===== src/rtl/otpg_pkg.sv =====
// Package of constants and types for the output test pattern generator
package otpg_pkg;
    localparam int OTPG_W = 14;
    localparam int OTPG_USER_N = 4;
    // Register indices; byte address is index times four
    localparam logic [11:0] IDX_TEST_SEL = 12'h550;
    localparam logic [11:0] IDX_USER_BASE = 12'h551;
    localparam logic [11:0] IDX_USER_LAST = 12'h558;
    localparam logic [11:0] IDX_OUT_FMT = 12'h561;
    localparam logic [11:0] IDX_STATUS = 12'h570;
    // Field positions of the test select register
    localparam int POS_CODE = 0;
    localparam int POS_RST_LONG = 4;
    localparam int POS_RST_SHORT = 5;
    localparam int POS_SINGLE = 7;
    // Reset values
    localparam logic [7:0] RST_TEST_SEL = 8'h00;
    localparam logic [7:0] RST_USER = 8'h00;
    localparam logic [7:0] RST_OUT_FMT = 8'h01;
    // Test codes
    localparam logic [3:0] CODE_OFF = 4'h0;
    localparam logic [3:0] CODE_MID = 4'h1;
    localparam logic [3:0] CODE_PFS = 4'h2;
    localparam logic [3:0] CODE_NFS = 4'h3;
    localparam logic [3:0] CODE_CHECK = 4'h4;
    localparam logic [3:0] CODE_PN_LONG = 4'h5;
    localparam logic [3:0] CODE_PN_SHORT = 4'h6;
    localparam logic [3:0] CODE_TOGGLE = 4'h7;
    localparam logic [3:0] CODE_USER = 4'h8;
    localparam logic [3:0] CODE_RAMP = 4'hF;
    // Pattern words
    localparam logic [13:0] WORD_MID = 14'h0000;
    localparam logic [13:0] WORD_PFS = 14'h1FFF;
    localparam logic [13:0] WORD_NFS = 14'h2000;
    localparam logic [13:0] WORD_CHECK_A = 14'h1555;
    localparam logic [13:0] WORD_CHECK_B = 14'h2AAA;
    localparam logic [13:0] WORD_ZERO = 14'h0000;
    localparam logic [13:0] WORD_ONES = 14'h3FFF;
    localparam logic [22:0] SEED_PN_LONG = 23'h003AFF;
    localparam logic [8:0] SEED_PN_SHORT = 9'h092;
    // Number formats
    localparam logic [1:0] FMT_OFFSET = 2'h0;
    localparam logic [1:0] FMT_TWOS = 2'h1;
    localparam logic [1:0] FMT_GRAY = 2'h2;
    localparam int FIFO_DEPTH = 16;

    typedef struct packed {
        logic single;
        logic spare;
        logic rst_short;
        logic rst_long;
        logic [3:0] code;
    } otpg_ctrl_t;

    typedef enum logic [1:0] {
        USR_RUN = 2'b01,
        USR_DONE = 2'b10
    } otpg_usr_state_t;
endpackage


===== src/rtl/otpg_top.sv =====
// Test pattern generator with APB registers and output FIFO
`timescale 1ns/10ps

module otpg_fifo #(
    parameter int WIDTH = 14,
    parameter int DEPTH = 16
) (
    input wire logic clk,
    input wire logic rst_n,
    input wire logic ce,
    input wire logic in_valid,
    output logic in_ready,
    input wire logic [WIDTH-1:0] in_data,
    output logic out_valid,
    input wire logic out_ready,
    output logic [WIDTH-1:0] out_data,
    output logic [$clog2(DEPTH):0] level
);
    localparam int AW = $clog2(DEPTH);
    logic [WIDTH-1:0] mem_reg [DEPTH];
    logic [AW-1:0] wr_ptr_reg;
    logic [AW-1:0] rd_ptr_reg;
    logic [AW:0] count_reg;
    logic push;
    logic pop;

    assign in_ready = (count_reg != (AW+1)'(DEPTH));
    assign push = ce && in_valid && in_ready;
    assign pop = ce && (count_reg != '0) && (!out_valid || out_ready);
    assign level = count_reg;

    // Storage
    always_ff @(posedge clk) begin
        if (push) begin
            mem_reg[wr_ptr_reg] <= in_data;
        end
    end

    // Pointers and fill count
    always_ff @(posedge clk or negedge rst_n) begin
        if (!rst_n) begin
            wr_ptr_reg <= '0;
            rd_ptr_reg <= '0;
            count_reg <= '0;
        end else begin
            if (push) begin
                wr_ptr_reg <= wr_ptr_reg + AW'(1);
            end
            if (pop) begin
                rd_ptr_reg <= rd_ptr_reg + AW'(1);
            end
            count_reg <= count_reg + (AW+1)'(push) - (AW+1)'(pop);
        end
    end

    // Registered output stage
    always_ff @(posedge clk or negedge rst_n) begin
        if (!rst_n) begin
            out_valid <= 1'b0;
            out_data <= '0;
        end else if (ce) begin
            if (pop) begin
                out_valid <= 1'b1;
                out_data <= mem_reg[rd_ptr_reg];
            end else if (out_ready) begin
                out_valid <= 1'b0;
            end
        end
    end
endmodule

module otpg_top
    import otpg_pkg::*;
#(
    parameter int DEPTH = FIFO_DEPTH
) (
    input wire logic REF_CLK,
    input wire logic RESETN,
    input wire logic CE,
    input wire logic PSEL,
    input wire logic PENABLE,
    input wire logic PWRITE,
    input wire logic [15:0] PADDR,
    input wire logic [31:0] PWDATA,
    output logic [31:0] PRDATA,
    output logic PREADY,
    output logic PSLVERR,
    input wire logic [13:0] ADC_DATA,
    output logic [13:0] OUT_DATA,
    output logic OUT_VALID,
    input wire logic OUT_READY
);
    otpg_ctrl_t ctrl_reg;
    logic [7:0] user_reg [2*OTPG_USER_N];
    logic [1:0] fmt_reg;
    logic [31:0] rdata_next;
    logic err_next;
    logic [11:0] idx;
    logic wr_en;
    logic [22:0] pn_long_reg;
    logic [8:0] pn_short_reg;
    logic [36:0] pn_long_next;
    logic [22:0] pn_short_next;
    logic [13:0] ramp_reg;
    logic phase_reg;
    logic [1:0] usr_idx_reg;
    otpg_usr_state_t usr_state_reg;
    logic [3:0] code_prev_reg;
    logic [13:0] raw_word;
    logic [13:0] user_word;
    logic [15:0] user_pair;
    logic [13:0] fifo_in;
    logic fifo_ready;
    logic push;
    logic code_same;
    logic [$clog2(DEPTH):0] level;
    logic [13:0] last_raw_reg;
    logic last_same_reg;

    function automatic logic [13:0] fmt_word(input logic [13:0] t, input logic [1:0] f);
        logic [13:0] ob;
        ob = {~t[13], t[12:0]};
        case (f)
            FMT_OFFSET: fmt_word = ob;
            FMT_GRAY: fmt_word = ob ^ (ob >> 1);
            default: fmt_word = t;
        endcase
    endfunction

    // Fourteen shifts per sample, shifted-out bits form the word MSB first
    function automatic logic [36:0] pn_long_step(input logic [22:0] s);
        logic [22:0] st;
        logic [13:0] w;
        logic fb;
        st = s;
        w = '0;
        for (int i = 0; i < OTPG_W; i++) begin
            w = {w[12:0], st[0]};
            fb = st[0] ^ st[5];
            st = {fb, st[22:1]};
        end
        pn_long_step = {st, w};
    endfunction

    function automatic logic [22:0] pn_short_step(input logic [8:0] s);
        logic [8:0] st;
        logic [13:0] w;
        logic fb;
        st = s;
        w = '0;
        for (int i = 0; i < OTPG_W; i++) begin
            w = {w[12:0], st[8]};
            fb = st[8] ^ st[4];
            st = {st[7:0], fb};
        end
        pn_short_step = {st, w};
    endfunction

    // APB decode
    assign idx = PADDR[13:2];
    assign wr_en = CE && PSEL && PENABLE && PWRITE && PREADY;

    always_comb begin
        rdata_next = '0;
        err_next = 1'b0;
        if (idx == IDX_TEST_SEL) begin
            rdata_next = {24'h000000, ctrl_reg};
        end else if (idx >= IDX_USER_BASE && idx <= IDX_USER_LAST) begin
            rdata_next = {24'h000000, user_reg[3'(idx - IDX_USER_BASE)]};
        end else if (idx == IDX_OUT_FMT) begin
            rdata_next = {30'h0, fmt_reg};
        end else if (idx == IDX_STATUS) begin
            rdata_next = {16'h0000, 3'h0, 5'(level), 2'(usr_idx_reg), usr_state_reg,
                ctrl_reg.code};
        end else begin
            err_next = 1'b1;
        end
        if (PADDR[1:0] != 2'h0) begin
            err_next = 1'b1;
        end
    end

    // Zero-wait answer, data captured in setup
    always_ff @(posedge REF_CLK or negedge RESETN) begin
        if (!RESETN) begin
            PREADY <= 1'b0;
            PRDATA <= '0;
            PSLVERR <= 1'b0;
        end else if (CE) begin
            PREADY <= PSEL && !PENABLE;
            PSLVERR <= PSEL && !PENABLE && err_next;
            if (PSEL && !PENABLE && !PWRITE) begin
                PRDATA <= rdata_next;
            end
        end
    end

    // Register writes
    always_ff @(posedge REF_CLK or negedge RESETN) begin
        if (!RESETN) begin
            ctrl_reg <= RST_TEST_SEL;
            fmt_reg <= RST_OUT_FMT[1:0];
            for (int i = 0; i < 2*OTPG_USER_N; i++) begin
                user_reg[i] <= RST_USER;
            end
        end else if (wr_en && !PSLVERR) begin
            if (idx == IDX_TEST_SEL) begin
                ctrl_reg <= PWDATA[7:0];
            end
            if (idx == IDX_OUT_FMT) begin
                fmt_reg <= PWDATA[1:0];
            end
            if (idx >= IDX_USER_BASE && idx <= IDX_USER_LAST) begin
                user_reg[3'(idx - IDX_USER_BASE)] <= PWDATA[7:0];
            end
        end
    end

    // Pattern selection
    assign pn_long_next = pn_long_step(pn_long_reg);
    assign pn_short_next = pn_short_step(pn_short_reg);
    assign user_pair = {user_reg[{usr_idx_reg, 1'b1}], user_reg[{usr_idx_reg, 1'b0}]};
    assign user_word = user_pair[15:2];

    always_comb begin
        case (ctrl_reg.code)
            CODE_MID: raw_word = WORD_MID;
            CODE_PFS: raw_word = WORD_PFS;
            CODE_NFS: raw_word = WORD_NFS;
            CODE_CHECK: raw_word = phase_reg ? WORD_CHECK_B : WORD_CHECK_A;
            CODE_PN_LONG: raw_word = pn_long_next[13:0];
            CODE_PN_SHORT: raw_word = pn_short_next[13:0];
            CODE_TOGGLE: raw_word = phase_reg ? WORD_ONES : WORD_ZERO;
            CODE_USER: raw_word = (usr_state_reg == USR_DONE) ? WORD_ZERO : user_word;
            CODE_RAMP: raw_word = ramp_reg;
            default: raw_word = WORD_ZERO;
        endcase
    end

    // Converter data only when off; fixed codes and ramp are formatted
    always_comb begin
        case (ctrl_reg.code)
            CODE_OFF: fifo_in = fmt_word(ADC_DATA, fmt_reg);
            CODE_MID, CODE_PFS, CODE_NFS, CODE_RAMP: fifo_in = fmt_word(raw_word, fmt_reg);
            default: fifo_in = raw_word;
        endcase
    end

    // No push in the cycle of a code change, so sequences start clean
    assign code_same = (ctrl_reg.code == code_prev_reg);
    assign push = CE && fifo_ready && code_same;

    // Pseudorandom generators
    always_ff @(posedge REF_CLK or negedge RESETN) begin
        if (!RESETN) begin
            pn_long_reg <= SEED_PN_LONG;
            pn_short_reg <= SEED_PN_SHORT;
        end else if (CE) begin
            if (ctrl_reg.rst_long) begin
                pn_long_reg <= SEED_PN_LONG;
            end else if (push && ctrl_reg.code == CODE_PN_LONG) begin
                pn_long_reg <= pn_long_next[36:14];
            end
            if (ctrl_reg.rst_short) begin
                pn_short_reg <= SEED_PN_SHORT;
            end else if (push && ctrl_reg.code == CODE_PN_SHORT) begin
                pn_short_reg <= pn_short_next[22:14];
            end
        end
    end

    // Alternation phase and ramp
    always_ff @(posedge REF_CLK or negedge RESETN) begin
        if (!RESETN) begin
            phase_reg <= 1'b0;
            ramp_reg <= '0;
        end else if (CE) begin
            if (ctrl_reg.code != code_prev_reg) begin
                phase_reg <= 1'b0;
            end else if (push) begin
                phase_reg <= !phase_reg;
            end
            if (push && ctrl_reg.code == CODE_RAMP) begin
                ramp_reg <= ramp_reg + 14'h0001;
            end
        end
    end

    // User word sequencer
    always_ff @(posedge REF_CLK or negedge RESETN) begin
        if (!RESETN) begin
            usr_idx_reg <= '0;
            usr_state_reg <= USR_RUN;
            code_prev_reg <= CODE_OFF;
        end else if (CE) begin
            code_prev_reg <= ctrl_reg.code;
            if (ctrl_reg.code != code_prev_reg) begin
                usr_idx_reg <= '0;
                usr_state_reg <= USR_RUN;
            end else if (push && ctrl_reg.code == CODE_USER) begin
                case (usr_state_reg)
                    USR_RUN: begin
                        usr_idx_reg <= usr_idx_reg + 2'h1;
                        if (ctrl_reg.single && usr_idx_reg == 2'h3) begin
                            usr_state_reg <= USR_DONE;
                        end
                    end
                    USR_DONE: usr_state_reg <= ctrl_reg.single ? USR_DONE : USR_RUN;
                    default: usr_state_reg <= USR_RUN;
                endcase
            end
        end
    end

    otpg_fifo #(.WIDTH(OTPG_W), .DEPTH(DEPTH)) u_fifo (
        .clk(REF_CLK),
        .rst_n(RESETN),
        .ce(CE),
        .in_valid(code_same),
        .in_ready(fifo_ready),
        .in_data(fifo_in),
        .out_valid(OUT_VALID),
        .out_ready(OUT_READY),
        .out_data(OUT_DATA),
        .level(level)
    );

    // Checking aid: previous pushed word under same code
    always_ff @(posedge REF_CLK or negedge RESETN) begin
        if (!RESETN) begin
            last_raw_reg <= '0;
            last_same_reg <= 1'b0;
        end else if (CE) begin
            if (ctrl_reg.code != code_prev_reg || ctrl_reg.rst_long || ctrl_reg.rst_short) begin
                last_same_reg <= 1'b0;
            end else if (push) begin
                last_raw_reg <= raw_word;
                last_same_reg <= 1'b1;
            end
        end
    end
endmodule


===== config.mk =====
export PLATFORM = sky130hd
export DESIGN_NAME = otpg_top
export DESIGN_NICKNAME = d
export VERILOG_FILES = /design/src/rtl/otpg_pkg.sv /design/src/rtl/otpg_top.sv
export SDC_FILE = /design/constraint.sdc
export NUM_CORES = 1
export LEC_CHECK = 0
export ABC_AREA = 1
export BUFFER_PORTS_ARGS = -buffer_cell sky130_fd_sc_hd__buf_4
export CAP_MARGIN = 15
export CORE_UTILIZATION = 35
export DETAILED_ROUTE_END_ITERATION = 12
export PLACE_DENSITY_LB_ADDON = 0.2
export RECOVER_POWER = 100
export SYNTH_ARGS = -nofsm -noshare
export SYNTH_HDL_FRONTEND = slang
export SYNTH_HIERARCHICAL = 1
export SYNTH_SLANG_ARGS = --single-unit

===== constraint.sdc =====
create_clock -name REF_CLK -period 2.6 [get_ports REF_CLK]
set_input_delay 0.39 -clock REF_CLK [delete_from_list [all_inputs] [get_ports REF_CLK]]
set_output_delay 0.39 -clock REF_CLK [all_outputs]
set_load 0.005 [all_outputs]

==> results by group, run 1 <==
Run status
  – Outcome: finished, violations left
  – Failing checks: max-capacitance violations, max-slew violations

Timing
  – Setup repair after global routing missed its margin: no
  – Relative slew slack: -19.46%
  – Clock skew: 0.02361 ns
  – # setup viols final: 0
  – Final worst-path cycle share: 91.80%
  – Post-layout min period: 2.387 ns
  – Post-Route Setup TNS: 0 ns
  – Fin. Hold Viols: 0
  – Measured slew at the worst slew-check pin: 1.792 ns
  – Fmax: 0.4190 GHz
  – Final Max Tran Viols: 62

Clock network
  – # clock sinks: 396
  – H-tree depth: 2
  – Num CTS Buffers: 46
  – CTS Buffer Depth: 3
  – Root Driver: clkbuf_16
  – Clk_lat worst skew: 0.58 ns
  – CTS tree: done
  – Clock transition at path regs: 0.06 ns

Logic synthesis
  – Mean post-synth cell area: 8.498 sq um
  – Synth Register Bits: 396
  – Area share of the largest cell type after synthesis: 33.19%
  – Cell with the most instances after synthesis: nand2_1
  – Mapped Cells: 2,385
  – Post-synth cell types: 42
  – Synthesized area: 20,270 sq um
  – Yosys warns: 6
  – Top FF cell, synth: edfxtp_1
  – Post-synth EDFFs: 224
  – Ys async rst share: 43.43%
  – Cell taking the most area after synthesis: edfxtp_1
  – Top cells by area, synth: edfxtp_1 (33%), dfrtp_1 (19%), nand2_1 (14%), nand3_1 (6.2%), inv_1 (5.7%)
  – Post-synthesis sequential area ratio: 54.53%
  – Post-synth top cells: nand2_1 (770), inv_1 (309), nand3_1 (250)

Global routing
  – Vias in the first global route: 15,300
  – Initial antenna violation count: 1
  – Gr usage total: 18.83%
  – Global-route wire length before repair: 86.86 mm
  – Largest net degree at the start of global routing: 115
  – Total gr overflow: 0

Cells and area
  – N_diodes: 0
  – Filler cells: 5,764
  – Area Overhead vs Synth: 13.74%
  – Layout cells sized above 1: 10.82%
  – Fin nets: 2,575
  – Max reg flops: 224
  – Final core utilization: 40.57%
  – Post-route cell area: 23,050 sq um

Worst setup path
  – Worst Path Arrival: 2.83 ns
  – Worst setup EP type: flip-flop
  – Setup slack, reg-to-reg: 0.21 ns
  – Worst R2R Path Depth: 13
  – Worst endpoint required time: 3.04 ns
  – R2R Path End: u_fifo/level[4]$_DFF_PN0_
  – Largest fanout on the critical path: 3
  – Startpoint types: flip-flop
  – WS Path Type: flip-flop to flip-flop
  – Reg2reg start: u_fifo/level[3]$_DFF_PN0_

Floorplan
  – Die height: 242.6 um
  – Boundary pin count: 118
  – Core area: 56,820 sq um
  – # rows: 87
  – Die Wd: 242.6 um
  – Starting Density: 35.67%
  – Die ar.: 58,880 sq um

Route
  – Total wire length: 55.32 mm
  – Vias per Instance: 4.816
  – Drt wl/cell: 16.87 um
  – Residual DRC count: 0
  – Antenna-violating nets left: 0
  – DR pass1 iterations: 5
  – Via count: 15,800
  – Initial DRC count: 1,418

Worst hold path
  – Worst hold start: OUT_READY
  – HP Class: input port to flip-flop
  – Hold EP: u_fifo/out_valid$_DFFE_PN0P_
  – Worst hold path stage count: 4

Placement
  – Hpwl dp: 36.92 mm
  – Placed Area: 21,870 sq um
  – Final Wtd Congestion: 0.8763
  – IO buf count: 72

Pwr
  – Worst-case vdd ir drop: 0.5462 mV
  – Pwr/cell area: 826.1 nW/um^2
  – LEAKAGE: 10.65 nW

Flow run
  – # Max-Cap Violations: 1
how the worst max path moves through the flow:
stage                         startpoint                          endpoint  slack (ns)
2_1_floorplan    ctrl_reg[1]$_DFFE_PN0P_   u_fifo/mem_reg[11][0]$_DFFE_PP_        0.05
3_3_place_gp     ctrl_reg[0]$_DFFE_PN0P_         u_fifo/level[4]$_DFF_PN0_        0.18
3_5_place_dp     ctrl_reg[2]$_DFFE_PN0P_    u_fifo/mem_reg[0][4]$_DFFE_PP_        0.12
4_1_cts          ctrl_reg[2]$_DFFE_PN0P_    u_fifo/mem_reg[9][4]$_DFFE_PP_        0.08
5_1_grt          ctrl_reg[2]$_DFFE_PN0P_  u_fifo/mem_reg[11][12]$_DFFE_PP_       0.008
6_report       u_fifo/level[3]$_DFF_PN0_         u_fifo/level[4]$_DFF_PN0_        0.21
worst max-delay path: stages (launching register included):
cell and delay, ns:
dfrtp_1 0.40, inv_1 0.09, ha_1 0.18, nand4_1 0.12, nand3_2 0.09, inv_1 0.06
ha_1 0.26, inv_1 0.06, ha_1 0.17, inv_1 0.06, fa_1 0.39, o21ai_0 0.17
a21oi_1 0.09, xor2_1 0.14
through the flow:
stage | instances | hold slack, ns | power (W) | worst slack (ns)
after detailed placement | 3193 | 0.4247 | 0.01293 | 0.1183
after global placement | 3193 | 0.4290 | 0.01286 | 0.1791
final | 3280 | 0.09298 | 0.01905 | 0.2132
after floorplan | 2403 | 0.09441 | 0.01113 | 0.04692
after global routing | 3280 | 0.09491 | 0.02013 | 0.007594
after CTS | 3280 | 0.06952 | 0.01939 | 0.08457
kinds of logic after synthesis:
logic type | count (synthesis) | synth area share, %
AND/OR/NAND/NOR | 1207 | 25.27
buffers and inverters | 439 | 9.464
flip-flops | 396 | 54.53
AO/OA/AOI/OAI | 290 | 8.062
XOR/XNOR | 32 | 1.383
adder cells (fa/ha/maj) | 20 | 1.272
other | 1 | 0.01850
where the power goes:
part / internal (W) / switching [W] / leakage, nW / total (W)
clock network: 0.00378 / 0.00260 / 0.725 / 0.00638
logic: 0.00162 / 0.00343 / 5.71 / 0.00504
registers: 0.00732 / 0.000303 / 4.22 / 0.00762
cell usage in the layout (no fill, tap or decap), types with 25 or more instances in the layout:
cell	synthesis	layout
nor2_1	120	114
dfrtp_1	155	152
clkbuf_4	0	39
buf_4	23	71
a21oi_1	56	56
clkbuf_1	29	25
o21ai_0	104	189
xor2_1	27	27
nand2_1	770	776
clkbuf_16	0	48
inv_1	309	311
edfxtp_1	224	224
nand3_1	250	250
metal layers:
layer / track usage [%] / routed length [um]
met5: 0 / 0
met4: 5.346 / 1352
met3: 2.543 / 2634
met2: 31.04 / 26050
met1: 25.85 / 25290
final cells by class:
cell class	count	area [sq um]	area share (%)
Tap cell	756	945.9	4.103
Clock buffer	66	1299	5.634
Inverter	324	1219	5.286
Timing Repair Buffer	150	1130	4.901
Clock inverter	20	191.4	0.8304
Sequential cell	396	11060	47.97
Multi-Input combinational cell	1568	7211	31.28
what timing repair did:
action | in CTS | in global routing
buffers inserted | 0 | 0
hold buffers | 1 | 0
gates resized for setup | 0 | 5
hold endpoints to repair | 49 | 0
endpoints found under the setup margin | 0 | 79
(Power assumes the default switching activity.)
==> run 2: changes to the inputs <==
--- a/config.mk
+++ b/config.mk
@@ -10,6 +10,7 @@
 export CAP_MARGIN = 15
 export CORE_UTILIZATION = 35
 export DETAILED_ROUTE_END_ITERATION = 12
+export HOLD_SLACK_MARGIN = 0.05
 export PLACE_DENSITY_LB_ADDON = 0.2
 export RECOVER_POWER = 100
 export SYNTH_ARGS = -nofsm -noshare
==> constraint.sdc (replaced) <==
create_clock -name REF_CLK -period 2.38 [get_ports REF_CLK]
set_input_delay 0.357 -clock REF_CLK [delete_from_list [all_inputs] [get_ports REF_CLK]]
set_output_delay 0.357 -clock REF_CLK [all_outputs]
set_load 0.005 [all_outputs]
==> results by group, run 2 (same netlist as run 1, synthesis figures left out) <==
Route
  – DR pass1 iterations: 5 (unchanged)
  – Initial DRC count: 1,067 (-25%)
  – Residual DRC count: 0 (unchanged)
  – Total wire length: 55.66 mm (+0.62%)
  – Antenna-violating nets left: 0 (unchanged)
  – Drt wl/cell: 16.87 um (about the same)
  – Via count: 15,990 (+1.2%)
  – Vias per Instance: 4.848 (+0.65%)

Worst setup path
  – Worst path cell trace: buf_4 > buf_4 > o21ai_0 > nand2_1 > nand2_1 > nand3_2 > nand2_1 > nand2_1 > nand3_1 > nand2_1 > buf_12
  – Worst Path Arrival: 2.59 ns (-0.24 ns)
  – Worst path slowest cell: dfrtp_2
  – CP peak stage delay: 0.46 ns (+0.06 ns)
  – Worst setup EP type: flip-flop
  – Most frequent CP cell: nand2_1
  – WS Path Type: flip-flop to flip-flop
  – Buf+Inv Stages, Crit Path: 3 (-1)
  – Startpoint types: flip-flop
  – Setup slack, reg-to-reg: 0.11 ns (-0.10 ns)
  – Largest fanout on the critical path: 16 (+13)
  – Worst R2R Path Depth: 11 (-2)
  – Worst endpoint required time: 2.70 ns (-0.34 ns)
  – Cell family with most CP delay: simple AND/OR/NAND/NOR gates
  – CP Depth: 11 (-2)

Cells and area
  – Post-route cell area: 23,890 sq um (+3.6%)
  – Multi-input gate area: 7473 sq um (+3.6%)
  – Commonest non-fill, non-tap cell in the layout: nand2_1
  – Seq. cell area: 11,060 sq um (about the same)
  – Layout cells sized above 1: 14.67% (+3.9 points)
  – Area Overhead vs Synth: 17.87%
  – Filler cells: 5,624 (-2.4%)
  – Fin nets: 2,595 (+0.78%)
  – N_diodes: 0 (unchanged)
  – Most frequent cells in the layout: nand2_1 (768), inv_1 (305), nand3_1 (247)
  – Max reg flops: 224 (unchanged)

Timing
  – # setup viols final: 0 (unchanged)
  – Final Max Tran Viols: 0 (-100%)
  – Final worst-path cycle share: 95.44% (+3.6 points)
  – Post-Route Setup TNS: 0 ns (unchanged)
  – Fin. Hold Viols: 0 (unchanged)
  – Post-layout min period: 2.271 ns (-0.1154 ns)
  – Measured slew at the worst slew-check pin: 1.392 ns (-0.4001 ns)
  – Clock skew: 0.04137 ns (+0.01776 ns)
  – Relative slew slack: 7.213% (+27 points)
  – Fmax: 0.4403 GHz (+5.1%)
  – Setup repair after global routing missed its margin: yes

Clock network
  – CTS tree: done
  – # clock sinks: 396 (unchanged)
  – CTS Buffer Depth: 3 (unchanged)
  – Clk_lat worst skew: 0.59 ns (about the same)
  – Root Driver: clkbuf_16
  – Clock transition at path regs: 0.06 ns (about the same)
  – H-tree depth: 2 (unchanged)
  – Num CTS Buffers: 46 (unchanged)

Global routing
  – Global-route wire length before repair: 86.50 mm (-0.42%)
  – Initial antenna violation count: 1 (unchanged)
  – Gr usage total: 18.80% (-0.035 points)
  – Total gr overflow: 0 (unchanged)
  – Largest net degree at the start of global routing: 115 (unchanged)
  – Vias in the first global route: 15,170 (-0.84%)

Pwr
  – LEAKAGE: 11.09 nW (+4.1%)
  – Pwr/cell area: 882.2 nW/um^2 (+6.8%)
  – Worst-case vdd ir drop: 1.692 mV (+210%)

Floorplan
  – Die ar.: 58,880 sq um (unchanged)
  – # rows: 87 (unchanged)
  – Die Wd: 242.6 um (unchanged)
  – Core area: 56,820 sq um (unchanged)
  – Starting Density: 35.67% (unchanged)
  – Die height: 242.6 um (unchanged)
  – Boundary pin count: 118 (unchanged)

Flow run
  – # Max-Cap Violations: 0 (-1)

Worst hold path
  – Worst hold path stage count: 4 (unchanged)
  – HP Class: input port to flip-flop

Placement
  – Placed Area: 22,220 sq um (+1.6%)
  – Final Wtd Congestion: 0.9035 (+3.1%)
  – Hpwl dp: 36.73 mm (-0.50%)
  – IO buf count: 72 (unchanged)

Run status
  – Outcome: finished, final reports clean
[run 2: cell types whose count changed in the layout (fill, tap and decap cells not counted), moves of 10 or more]
| cell | delta |
|---|---|
| clkbuf_1 | -15 |
| o21ai_2 | +29 |
| buf_4 | +56 |
| buf_12 | +27 |
| o21ai_0 | -89 |
| nor2_1 | -10 |
| clkbuf_2 | -18 |
| o21ai_1 | +60 |
| clkbuf_4 | -38 |
[run 2: path summary, 6_finish.rpt]
path,end,startpoint
setup / recovery,u_fifo/mem_reg[1][5]$_DFFE_PP_,usr_idx_reg[0]$_DFFE_PN0P_
hold / removal,fmt_reg[0]$_DFFE_PN1P_,PADDR[6]
setup reg to reg,u_fifo/mem_reg[1][5]$_DFFE_PP_,usr_idx_reg[0]$_DFFE_PN0P_
hold reg to reg,pn_long_reg[4]$_DFFE_PN1P_,pn_long_reg[4]$_DFFE_PN1P_
max in group asynchronous,pn_long_reg[11]$_DFFE_PN1P_,RESETN
min in group asynchronous,user_reg[46]$_DFFE_PN0P_,RESETN
[run 2: layout make-up]
type / count / area share (%)
inverter: 324 / 5.127
sequential: 396 / 46.31
tap: 756 / 3.959
multi-input combinational: 1568 / 31.28
clock inverter: 22 / 0.6966
clock buffer: 63 / 5.426
timing repair buffer: 170 / 7.201
[run 2: stage by stage]
stage	setup slack, ns	instances	utilization (%)	hold WS (ns)	total power (W)
global placement	0.02460	3202	39.10	0.3417	0.01420
finish	0.1086	3299	42.04	0.1345	0.02108
global route	-0.03414	3299	42.04	0.1360	0.02227
CTS	0.01575	3291	41.76	0.09990	0.02118
floorplan	-0.1731	2403	-	0.06141	0.01218
detailed placement	0.008039	3202	39.10	0.3462	0.01427
[run 2: worst reg2reg max path, delay by kind of cell (launching register included)]
family / cells / cell delay, ns
AOI/OAI and AO/OA: 1 / 0.18
buffers and inverters: 3 / 0.54
DFF: 1 / 0.46
and+or+nand+nor: 7 / 0.81
[run 2: per-layer routing]
metal  track usage, %  vias up  wire [um]
met5                0        -         13
met4            6.789        2       1612
met3            2.742       96       2830
met2            30.87      415      26370
met1            25.21     7599      24840
li1                 -     7881          -
[run 2: power breakdown]
group / switching, W / internal (W)
logic: 0.00387 / 0.00206
registers: 0.000322 / 0.00799
clock network: 0.00290 / 0.00393
total: 0.00710 / 0.0140
[run 2: what timing repair did]
action                                  4_1_cts  5_1_grt
pin swaps                                     0        4
cloned                                        0        0
gates resized for setup                       3       36
hold buffers                                  4        0
endpoints found under the hold margin        40        0
endpoints found under the setup margin       24      382
setup buffers                                 0        8
